$ cat src/logic/mmhr_pkg.sv
package mmhr_pkg;

    localparam logic [15:0] OFS_MEASURED   = 16'h0001;
    localparam logic [15:0] OFS_STATUS     = 16'h0002;
    localparam logic [15:0] OFS_DP         = 16'h0003;
    localparam logic [15:0] OFS_RELAY      = 16'h0004;
    localparam logic [15:0] OFS_CURRENT    = 16'h0005;
    localparam logic [15:0] OFS_PEAK       = 16'h0006;
    localparam logic [15:0] OFS_RANGE      = 16'h0010;
    localparam logic [15:0] OFS_CHAR       = 16'h0011;
    localparam logic [15:0] OFS_FILTER     = 16'h0012;
    localparam logic [15:0] OFS_DP_MIRROR  = 16'h0013;
    localparam logic [15:0] OFS_SCALE_LO   = 16'h0014;
    localparam logic [15:0] OFS_SCALE_HI   = 16'h0015;
    localparam logic [15:0] OFS_EXT_LO     = 16'h0016;
    localparam logic [15:0] OFS_EXT_HI     = 16'h0017;
    localparam logic [15:0] OFS_STATION    = 16'h0020;
    localparam logic [15:0] OFS_IDENT      = 16'h0021;
    localparam logic [15:0] OFS_BIT_RATE   = 16'h0022;
    localparam logic [15:0] OFS_PERMIT     = 16'h0023;
    localparam logic [15:0] OFS_SECURITY   = 16'h0024;

    localparam logic [7:0]  FN_READ        = 8'h03;
    localparam logic [7:0]  FN_WRITE_ONE   = 8'h06;
    localparam logic [7:0]  FN_WRITE_GROUP = 8'h10;
    localparam logic [7:0]  GROUP_MAX      = 8'h10;
    localparam logic [7:0]  BROADCAST      = 8'h00;

    localparam logic [7:0]  EXC_NONE       = 8'h00;
    localparam logic [7:0]  EXC_FUNCTION   = 8'h01;
    localparam logic [7:0]  EXC_ADDRESS    = 8'h02;
    localparam logic [7:0]  EXC_VALUE      = 8'h03;

    localparam logic [15:0] STAT_VALID     = 16'h0000;
    localparam logic [15:0] STAT_OVER      = 16'h00a0;
    localparam logic [15:0] STAT_UNDER     = 16'h0060;

    localparam logic [15:0] SIGNED_MIN     = 16'hfc19;
    localparam logic [15:0] SIGNED_MAX     = 16'h270f;
    localparam logic [15:0] MAX_DP         = 16'h0003;
    localparam logic [15:0] MAX_RANGE      = 16'h0005;
    localparam logic [15:0] MAX_CHAR       = 16'h0003;
    localparam logic [15:0] MAX_FILTER     = 16'h0005;
    localparam logic [15:0] MAX_CURRENT    = 16'h1800;
    localparam logic [15:0] MAX_EXT_LO     = 16'h03e7;
    localparam logic [15:0] MAX_EXT_HI     = 16'h00c7;
    localparam logic [15:0] MAX_STATION    = 16'h00c7;
    localparam logic [15:0] MAX_BIT_RATE   = 16'h0007;
    localparam logic [15:0] MAX_PERMIT     = 16'h0001;
    localparam logic [15:0] MAX_SECURITY   = 16'h000f;
    localparam logic [15:0] ANY_VALUE      = 16'hffff;

    localparam logic [7:0]  RST_STATION    = 8'h01;
    localparam logic [2:0]  RST_BIT_RATE   = 3'h3;
    localparam logic        RST_PERMIT     = 1'b1;

    // one register access, already cut out of the frame by the link layer
    typedef struct packed {
        logic [7:0]  station;
        logic [7:0]  func_code;
        logic [7:0]  count;
        logic [15:0] addr;
        logic [15:0] wdata;
    } mmhr_req_s;

    typedef struct packed {
        logic        silent;
        logic [7:0]  exc;
        logic [15:0] rdata;
    } mmhr_rsp_s;

    typedef struct packed {
        logic [2:0]  input_range;
        logic [1:0]  characteristic;
        logic [2:0]  filter_rate;
        logic [1:0]  decimal_point;
        logic [15:0] scale_low_value;
        logic [15:0] scale_high_value;
        logic [9:0]  range_extension_low;
        logic [7:0]  range_extension_high;
        logic [7:0]  station_address;
        logic [2:0]  bit_rate_select;
        logic        remote_write_permit;
        logic [3:0]  security_flags;
    } mmhr_cfg_s;

endpackage

$ cat src/logic/mmhr_bank.sv
`timescale 1ns/1ps
module mmhr_bank #(
    // arbitrary value, not a real part code
    parameter logic [15:0] IDENT_CODE = 16'h5a5a
) (
    // clock and reset
    input  wire logic               clk,
    input  wire logic               resetn,
    // register access from the frame layer
    input  wire logic               req_valid,
    input  wire mmhr_pkg::mmhr_req_s req,
    output logic                    req_ready_q,
    // answer to the frame layer
    output logic                    rsp_valid_q,
    output mmhr_pkg::mmhr_rsp_s     rsp_q,
    // measurement side
    input  wire logic [15:0]        meas_value,
    input  wire logic               meas_over,
    input  wire logic               meas_under,
    input  wire logic [15:0]        peak_value,
    input  wire logic               alarm_led,
    // front panel
    input  wire logic               panel_permit_set,
    input  wire logic               panel_permit_clr,
    // controlled outputs
    output logic [3:0]              relays_q,
    output logic [15:0]             current_out_q,
    output mmhr_pkg::mmhr_cfg_s     cfg_q
);

    typedef enum logic [1:0] {
        MMHR_IDLE   = 2'b01,
        MMHR_ANSWER = 2'b10
    } mmhr_state_e;

    mmhr_state_e         st_q, st_d;
    logic                ready_d, rsp_valid_d;
    mmhr_pkg::mmhr_rsp_s rsp_d;
    mmhr_pkg::mmhr_cfg_s cfg_d;
    logic [3:0]          relays_d;
    logic [15:0]         current_d;
    logic [15:0]         meas_q, peak_q, status_q, status_d;
    logic                led_q;
    logic [16:0]         rd;
    logic [7:0]          exc;
    logic                take, addressed, is_read, is_write;

    // signed bounds compare as two's complement
    function automatic logic signed_ok(input logic [15:0] v);
        return ($signed(v) >= $signed(mmhr_pkg::SIGNED_MIN)) && ($signed(v) <= $signed(mmhr_pkg::SIGNED_MAX));
    endfunction

    // returns {hit, data}
    function automatic logic [16:0] read_reg(
        input logic [15:0]         addr,
        input mmhr_pkg::mmhr_cfg_s c,
        input logic [3:0]          rel,
        input logic                led,
        input logic [15:0]         cur,
        input logic [15:0]         meas,
        input logic [15:0]         stat,
        input logic [15:0]         peak
    );
        logic [15:0] d;
        logic        hit;
        d   = 16'h0000;
        hit = 1'b1;
        case (addr)
            mmhr_pkg::OFS_MEASURED:  d = meas;
            mmhr_pkg::OFS_STATUS:    d = stat;
            mmhr_pkg::OFS_DP,
            mmhr_pkg::OFS_DP_MIRROR: d = {14'h0000, c.decimal_point};
            mmhr_pkg::OFS_RELAY:     d = {11'h000, led, rel};
            mmhr_pkg::OFS_CURRENT:   d = cur;
            mmhr_pkg::OFS_PEAK:      d = peak;
            mmhr_pkg::OFS_RANGE:     d = {13'h0000, c.input_range};
            mmhr_pkg::OFS_CHAR:      d = {14'h0000, c.characteristic};
            mmhr_pkg::OFS_FILTER:    d = {13'h0000, c.filter_rate};
            mmhr_pkg::OFS_SCALE_LO:  d = c.scale_low_value;
            mmhr_pkg::OFS_SCALE_HI:  d = c.scale_high_value;
            mmhr_pkg::OFS_EXT_LO:    d = {6'h00, c.range_extension_low};
            mmhr_pkg::OFS_EXT_HI:    d = {8'h00, c.range_extension_high};
            mmhr_pkg::OFS_STATION:   d = {8'h00, c.station_address};
            mmhr_pkg::OFS_IDENT:     d = IDENT_CODE;
            mmhr_pkg::OFS_BIT_RATE:  d = {13'h0000, c.bit_rate_select};
            mmhr_pkg::OFS_PERMIT:    d = {15'h0000, c.remote_write_permit};
            mmhr_pkg::OFS_SECURITY:  d = {12'h000, c.security_flags};
            default:                 hit = 1'b0;
        endcase
        return {hit, d};
    endfunction

    // exception for a write, EXC_NONE when it may be stored
    function automatic logic [7:0] write_check(input logic [15:0] addr, input logic [15:0] v);
        logic [15:0] lim;
        logic        sgn;
        logic        known;
        lim   = mmhr_pkg::ANY_VALUE;
        sgn   = 1'b0;
        known = 1'b1;
        case (addr)
            mmhr_pkg::OFS_DP,
            mmhr_pkg::OFS_DP_MIRROR: lim = mmhr_pkg::MAX_DP;
            mmhr_pkg::OFS_RELAY:     lim = mmhr_pkg::ANY_VALUE;
            mmhr_pkg::OFS_CURRENT:   lim = mmhr_pkg::MAX_CURRENT;
            mmhr_pkg::OFS_RANGE:     lim = mmhr_pkg::MAX_RANGE;
            mmhr_pkg::OFS_CHAR:      lim = mmhr_pkg::MAX_CHAR;
            mmhr_pkg::OFS_FILTER:    lim = mmhr_pkg::MAX_FILTER;
            mmhr_pkg::OFS_SCALE_LO,
            mmhr_pkg::OFS_SCALE_HI:  sgn = 1'b1;
            mmhr_pkg::OFS_EXT_LO:    lim = mmhr_pkg::MAX_EXT_LO;
            mmhr_pkg::OFS_EXT_HI:    lim = mmhr_pkg::MAX_EXT_HI;
            mmhr_pkg::OFS_STATION:   lim = mmhr_pkg::MAX_STATION;
            mmhr_pkg::OFS_BIT_RATE:  lim = mmhr_pkg::MAX_BIT_RATE;
            mmhr_pkg::OFS_PERMIT:    lim = mmhr_pkg::MAX_PERMIT;
            mmhr_pkg::OFS_SECURITY:  lim = mmhr_pkg::MAX_SECURITY;
            default:                 known = 1'b0;
        endcase
        if (!known)
            return mmhr_pkg::EXC_ADDRESS;
        if (sgn)
            return signed_ok(v) ? mmhr_pkg::EXC_NONE : mmhr_pkg::EXC_VALUE;
        return (v <= lim) ? mmhr_pkg::EXC_NONE : mmhr_pkg::EXC_VALUE;
    endfunction

    assign take      = req_valid && req_ready_q;
    assign addressed = (req.station == cfg_q.station_address) || (req.station == mmhr_pkg::BROADCAST);
    assign is_read   = (req.func_code == mmhr_pkg::FN_READ);
    assign is_write  = (req.func_code == mmhr_pkg::FN_WRITE_ONE) || (req.func_code == mmhr_pkg::FN_WRITE_GROUP);

    // measurement side is sampled so every read sees a settled word
    always_comb
    begin
        if (meas_over)
            status_d = mmhr_pkg::STAT_OVER;
        else if (meas_under)
            status_d = mmhr_pkg::STAT_UNDER;
        else
            status_d = mmhr_pkg::STAT_VALID;
    end

    always_ff @(posedge clk or negedge resetn)
    begin
        if (!resetn)
        begin
            meas_q   <= 16'h0000;
            peak_q   <= 16'h0000;
            status_q <= mmhr_pkg::STAT_VALID;
            led_q    <= 1'b0;
        end
        else
        begin
            meas_q   <= meas_value;
            peak_q   <= peak_value;
            status_q <= status_d;
            led_q    <= alarm_led;
        end
    end

    always_comb
    begin
        st_d        = st_q;
        ready_d     = req_ready_q;
        rsp_valid_d = 1'b0;
        rsp_d       = rsp_q;
        cfg_d       = cfg_q;
        relays_d    = relays_q;
        current_d   = current_out_q;
        exc         = mmhr_pkg::EXC_NONE;
        rd          = read_reg(req.addr, cfg_q, relays_q, led_q, current_out_q, meas_q, status_q, peak_q);
        unique case (st_q)
            MMHR_IDLE:
            begin
                ready_d = 1'b1;
                if (take)
                begin
                    st_d        = MMHR_ANSWER;
                    ready_d     = 1'b0;
                    rsp_valid_d = 1'b1;
                    if (!is_read && !is_write)
                        exc = mmhr_pkg::EXC_FUNCTION;
                    else if (req.func_code != mmhr_pkg::FN_WRITE_ONE
                             && (req.count == 8'h00 || req.count > mmhr_pkg::GROUP_MAX))
                        exc = mmhr_pkg::EXC_VALUE;
                    else if (is_read)
                        exc = rd[16] ? mmhr_pkg::EXC_NONE : mmhr_pkg::EXC_ADDRESS;
                    else if (!cfg_q.remote_write_permit)
                        exc = mmhr_pkg::EXC_FUNCTION;
                    else
                        // refused writes leave the register alone
                        exc = write_check(req.addr, req.wdata);
                    // a foreign station neither acts nor answers
                    if (!addressed)
                        exc = mmhr_pkg::EXC_NONE;
                    if (addressed && is_write && exc == mmhr_pkg::EXC_NONE)
                    begin
                        unique case (req.addr)
                            mmhr_pkg::OFS_DP,
                            mmhr_pkg::OFS_DP_MIRROR: cfg_d.decimal_point = req.wdata[1:0];
                            mmhr_pkg::OFS_RELAY:     relays_d = req.wdata[3:0];
                            mmhr_pkg::OFS_CURRENT:   current_d = req.wdata;
                            mmhr_pkg::OFS_RANGE:     cfg_d.input_range = req.wdata[2:0];
                            mmhr_pkg::OFS_CHAR:      cfg_d.characteristic = req.wdata[1:0];
                            mmhr_pkg::OFS_FILTER:    cfg_d.filter_rate = req.wdata[2:0];
                            mmhr_pkg::OFS_SCALE_LO:  cfg_d.scale_low_value = req.wdata;
                            mmhr_pkg::OFS_SCALE_HI:  cfg_d.scale_high_value = req.wdata;
                            mmhr_pkg::OFS_EXT_LO:    cfg_d.range_extension_low = req.wdata[9:0];
                            mmhr_pkg::OFS_EXT_HI:    cfg_d.range_extension_high = req.wdata[7:0];
                            // new station takes effect from the next request
                            mmhr_pkg::OFS_STATION:   cfg_d.station_address = req.wdata[7:0];
                            mmhr_pkg::OFS_BIT_RATE:  cfg_d.bit_rate_select = req.wdata[2:0];
                            mmhr_pkg::OFS_PERMIT:    cfg_d.remote_write_permit = req.wdata[0];
                            mmhr_pkg::OFS_SECURITY:  cfg_d.security_flags = req.wdata[3:0];
                            default:                 cfg_d = cfg_q;
                        endcase
                    end
                    rsp_d.exc    = exc;
                    rsp_d.rdata  = (is_read && exc == mmhr_pkg::EXC_NONE) ? rd[15:0] : req.wdata;
                    rsp_d.silent = !addressed || (req.station == mmhr_pkg::BROADCAST);
                end
            end
            MMHR_ANSWER:
            begin
                st_d    = MMHR_IDLE;
                ready_d = 1'b1;
            end
            default:
            begin
                st_d    = MMHR_IDLE;
                ready_d = 1'b1;
            end
        endcase
        // panel wins over the link in the same cycle; set wins over clear
        if (panel_permit_clr)
            cfg_d.remote_write_permit = 1'b0;
        if (panel_permit_set)
            cfg_d.remote_write_permit = 1'b1;
    end

    always_ff @(posedge clk or negedge resetn)
    begin
        if (!resetn)
        begin
            st_q          <= MMHR_IDLE;
            req_ready_q   <= 1'b1;
            rsp_valid_q   <= 1'b0;
            rsp_q         <= '0;
            relays_q      <= 4'h0;
            current_out_q <= 16'h0000;
            cfg_q         <= '0;
            cfg_q.station_address     <= mmhr_pkg::RST_STATION;
            cfg_q.bit_rate_select     <= mmhr_pkg::RST_BIT_RATE;
            cfg_q.remote_write_permit <= mmhr_pkg::RST_PERMIT;
        end
        else
        begin
            st_q          <= st_d;
            req_ready_q   <= ready_d;
            rsp_valid_q   <= rsp_valid_d;
            rsp_q         <= rsp_d;
            relays_q      <= relays_d;
            current_out_q <= current_d;
            cfg_q         <= cfg_d;
        end
    end

    logic own_take;
    assign own_take = take && (req.station == cfg_q.station_address);
endmodule

$ cat config.mk
export PLATFORM = sky130hd
export DESIGN_NAME = mmhr_bank
export DESIGN_NICKNAME = d
export VERILOG_FILES = /design/src/logic/mmhr_pkg.sv /design/src/logic/mmhr_bank.sv
export SDC_FILE = /design/constraint.sdc
export NUM_CORES = 1
export LEC_CHECK = 0
export BUFFER_PORTS_ARGS = -buffer_cell sky130_fd_sc_hd__buf_2
export CAP_MARGIN = 5
export CELL_PAD_IN_SITES_DETAIL_PLACEMENT = 0
export CELL_PAD_IN_SITES_GLOBAL_PLACEMENT = 1
export CORE_ASPECT_RATIO = 1.75
export CORE_UTILIZATION = 37
export DETAILED_ROUTE_END_ITERATION = 6
export GPL_ROUTABILITY_DRIVEN = 0
export MAX_ROUTING_LAYER = met4
export PLACE_DENSITY = 0.73
export REMOVE_ABC_BUFFERS = 1
export SKIP_CTS_REPAIR_TIMING = 1
export SYNTH_ARGS = -nofsm -noshare
export SYNTH_HDL_FRONTEND = slang
export SYNTH_SLANG_ARGS = --single-unit
$ cat constraint.sdc
create_clock -name clk -period 2.8 [get_ports clk]
set_clock_uncertainty 0.2 [all_clocks]
set_input_delay 0.56 -clock clk [delete_from_list [all_inputs] [get_ports clk]]
set_output_delay 0.56 -clock clk [all_outputs]
set_load 0.01 [all_outputs]
; Word level (Yosys, flattened, before mapping)
; Index checks and enable logic that the tools add are counted.
[op_classes]
n_lt_le_gt_ge = 4
eq_ne = 26
mux = 68
n_reduce_logical = 43
[op_table]
columns = operator, n
row1 = $pmux 16 s18, 1
row2 = $eq 16x5->1 const B, 8
row3 = $mux 16, 8
row4 = $pmux 16 s8, 1
row5 = $mux 8, 11
row6 = $eq 16x6->1 const B, 5
row7 = $reduce_and 4->1, 14
row8 = $eq 16x3->1 const B, 3
row9 = $mux 1, 37
row10 = $eq 16x2->1 const B, 2
row11 = $logic_not 8->1, 3
row12 = $reduce_or 19->1, 1
row13 = $eq 16x1->1 const B, 1
row14 = $ge 16x11->1 const B, 1
row15 = $le 16x15->1 const B, 1
row16 = $le 16x16->1, 1
row17 = $mux 5, 3
row18 = $reduce_or 15->1, 1
row19 = $reduce_bool 3->1, 4
row20 = $mux 2, 5
row21 = $eq 8x2->1 const B, 1
row22 = $eq 8x3->1 const B, 1
row23 = $eq 8x5->1 const B, 1
row24 = $eq 8x8->1, 1
row25 = other kinds (12), 26
[totals]
register_bits = 174
input_bits = 96
output_inout_bits = 123
elab_cells = 165

; Depth between registers and ports, before layout
[depth]
word_depth = 39
ltp_mapped = 18
depth_no_buf = 15

; Worst setup path after synthesis
; OpenSTA, ideal clock, no wires.
[synth_timing]
path_kind = input-to-reg
from = input port req[29] (netlist name)
to = register current_out_q[10]
setup_time_ps = 125
arrival_time_ps = 4435
required_ps = 2475
slack_ps = -1960
stages = 17
path_buffers = 4
path_cell_list = or4_1 buf_2 nor4_2 clkbuf_1 nor2_1 a21o_1 a211oi_1 ha_1 nand2_1 a21oi_1 o21ai_0 o211ai_1 a31o_4 a2111o_1 buf_6 buf_6 mux2_4
[synth_via]
elab_chain_len = 29
elab_cells_between_ends = 78
classes_between = order compare (1) / eq/ne (19) / mux (49) / reduce/logical (9)
[synth_rtl]
columns = element, line
row1 = "start, declared", mmhr_bank.sv:11  ; input wire mmhr_pkg::mmhr_req_s req,
row2 = "parallel branches: the longest is 28 deep, another holds $le 16x16->1", n/a
row3 = $reduce_and 4->1 (no source line) (*), n/a
row4 = "end signal, assigned", mmhr_bank.sv:262  ; current_out_q <= current_d;
row5 = "end, declared", mmhr_bank.sv:27  ; output logic [15:0] current_out_q,
; Mark *: on every way between the ends. The select of a mux whose other input is x is not followed.
; A chain may end at the register's enable or synchronous reset.

; Worst setup path in the final report
[layout_timing]
from = input port req[23] (netlist name)
to = register current_out_q[15]
; The elaborated chain is that of the path after synthesis.

==> out/metrics.yaml <==
status: "complete, but fails checks"
violations: "design-rule violations, negative setup slack"
core_area_um2: 20800
synth_seq_cells: 155
maxSlewViolCount: 0
ys_seq_area_share_pct: 49.4
hold_path.class: "in -> reg"
setup_viol: 98
ios: 219
period_needed_ns: 4.12
p_leak_nw: 5.74
crit_fanout: 8
cts_tree: "built"
avgRoutedWirePerCell_um: 22.0
wl_um: 28600
netlist_instances: 670
finalNetCount: 1146
fmax_mhz: 242
insertion_delay_ns: 0.43
layout_common_cells: "buf_2, dfrtp_1, buf_4"
cts.clk_slew.worst_paths_ns: 0.07
hpwl_um: 21700
cp_data_arrival_time_ns: 4.25
finalHoldViolCount: 0
synth.distinct_cells: 76
grt_pass1_wl_um: 42200
insertedDiodeCount: 0
rsz0062_at_grt: "true"
worst-path-buf-inv: 2
end_kind: "register"
cap_violations: 0
crit_slowest_cell: "or4b_4"
clockBufferDepth: 2
critical_path_required_ns: 2.92
drt-initial-drc-count: 477
dp_slack_ns: -2.02
maxSlewHeadroom_pct: 52.6
h-tree-depth: 4
cp-start-kind: "input port"
dieArea_um2: 21900
final_common_cell: "buf_2"
gr-usage-all-layers_pct: 26.9
synthFlopType: "dfrtp_1"
synthArstFlopShare_pct: 100
drive_gt1_share_pct: 55.3
root_buffer: "clkbuf_16"
vias: 7204
grt_max_degree: 65
fin_tns_setup_ns: -111.64
cts_buffers: 17
synth_edf_count: 0
power_density_nw_per_um2: 478
antenna_found_initial: 0
first_pass_iters: 7
worst_pin_slew_ns: 0.709
cts.sinks: 155
slowest_delay_ns: 0.58
critPathTopFamily: "compound AO/OA/AOI/OAI gates"
fp.dieH_um: 195
crit_type: "in -> reg"
vdd_ir_drop_max_uv: 385
io_buffers: 212
crit_chain: "buf_2 -> or4b_4 -> o22a_1 -> o21ai_2 -> or2_4 -> nor2_4 -> a21o_1 -> nor3_2 -> ha_1 -> nand2b_1 -> a21oi_1 -> o21ai_1 -> o211ai_1 -> a31o_4 -> a2111o_1 -> clkbuf_16 -> mux2_4"
power_mw: 5.48
synthesis.area_um2: 7870
ant_nets: 0
grt_pass1_vias: 7213
drc: 13
num_rows: 70
grt-ovfl-total: 0
post-route-period-util_pct: 147
syn_avg_cell_area_um2: 11.8
start_util_pct: 37.8
vias_per_cell: 5.55
yosysWarnings: 0
worst_slack_ns: -1.32
die_w_um: 112
syn_to_final_growth_pct: 45.4
## final timing paths
check	startpoint	endpoint	cells past startpoint	slack (ns)
max	req[23]	current_out_q[15]$_DFFE_PN0P_	17	-1.32
min	peak_value[10]	peak_q[10]$_DFF_PN0_	1	0.03
max reg2reg	req_ready_q$_DFF_PN1_	relays_q[2]$_DFFE_PN0P_	10	-0.07
min reg2reg	st_q[1]$_DFFE_PN0P_	st_q[0]$_DFFE_PN1P_	1	0.27
max in group asynchronous	resetn	req_ready_q$_DFF_PN1_	3	1.19
min in group asynchronous	resetn	meas_q[6]$_DFF_PN0_	2	0.49
## synth_stat cells (all sizes together), types with 10 or more instances
master / n / area [um2]
a22oi: 31 / 233
nand4: 11 / 68.8
inv: 10 / 37.5
a21oi: 19 / 95.1
nand2: 44 / 168
ha: 16 / 200
buf: 23 / 165
o21ai: 35 / 213
nor3: 12 / 71.3
a22o: 10 / 87.6
nor2: 27 / 101
dfrtp: 149 / 3730
mux2: 95 / 1110
clkbuf: 20 / 75.1
nor4: 24 / 203
## state kept, by name, summed over array words and instances, names as in the netlist, 2 cells and up
name and count:
cfg_q 76, rsp_q 19, current_out_q 16, meas_q 16, peak_q 16, relays_q 4
status_q 3, st_q 2
## where the power goes
group / total (mW) / switching (mW) / internal (mW) / leakage (nW)
combinational: 0.730 / 0.427 / 0.303 / 3.43
sequential: 2.46 / 0.0731 / 2.39 / 2.02
clock: 2.28 / 1.02 / 1.26 / 0.288
total: 5.48 / 1.52 / 3.95 / 5.74
## stage by stage
step           instance area, um2  instances  hold slack (ns)  util [%]
4_1_cts                     11000       1285          -0.0739      52.9
3_3_place_gp                10500       1253            0.246      50.1
2_1_floorplan                7650        632           0.0644         -
6_report                    11500       1299           0.0254      54.9
5_1_grt                     11500       1299          0.00384      54.9
3_5_place_dp                10500       1253            0.258      50.1
## cell families after synthesis
logic type | count (synthesis) | synth area share [%]
multiplexers | 104 | 15.2
AO/OA/AOI/OAI | 148 | 14.1
XOR/XNOR | 8 | 0.890
adder cells (fa/ha/maj) | 16 | 2.54
buffers and inverters | 54 | 3.58
other | 1 | 0.0476
flip-flops | 155 | 49.4
AND/OR/NAND/NOR | 184 | 14.3
## layout make-up
class	count	area [um2]
Timing Repair Buffer	383	2600
Fill cell	1871	9390
Clock inverter	15	150
Inverter	11	41.3
Sequential cell	155	3890
Multi-Input combinational cell	466	4030
Clock buffer	17	425
Tap cell	252	315
## layer usage
metal	wire, um	part of all wire (%)	vias to the layer above	global-route usage [%]
met4	1480	5.2	0	14.0
met1	10400	37	3558	29.1
li1	-	-	3266	-
met2	15500	54	293	47.6
met5	0	0	-	-
met3	1210	4.2	87	3.88
Power figures use the tool's default switching activity.
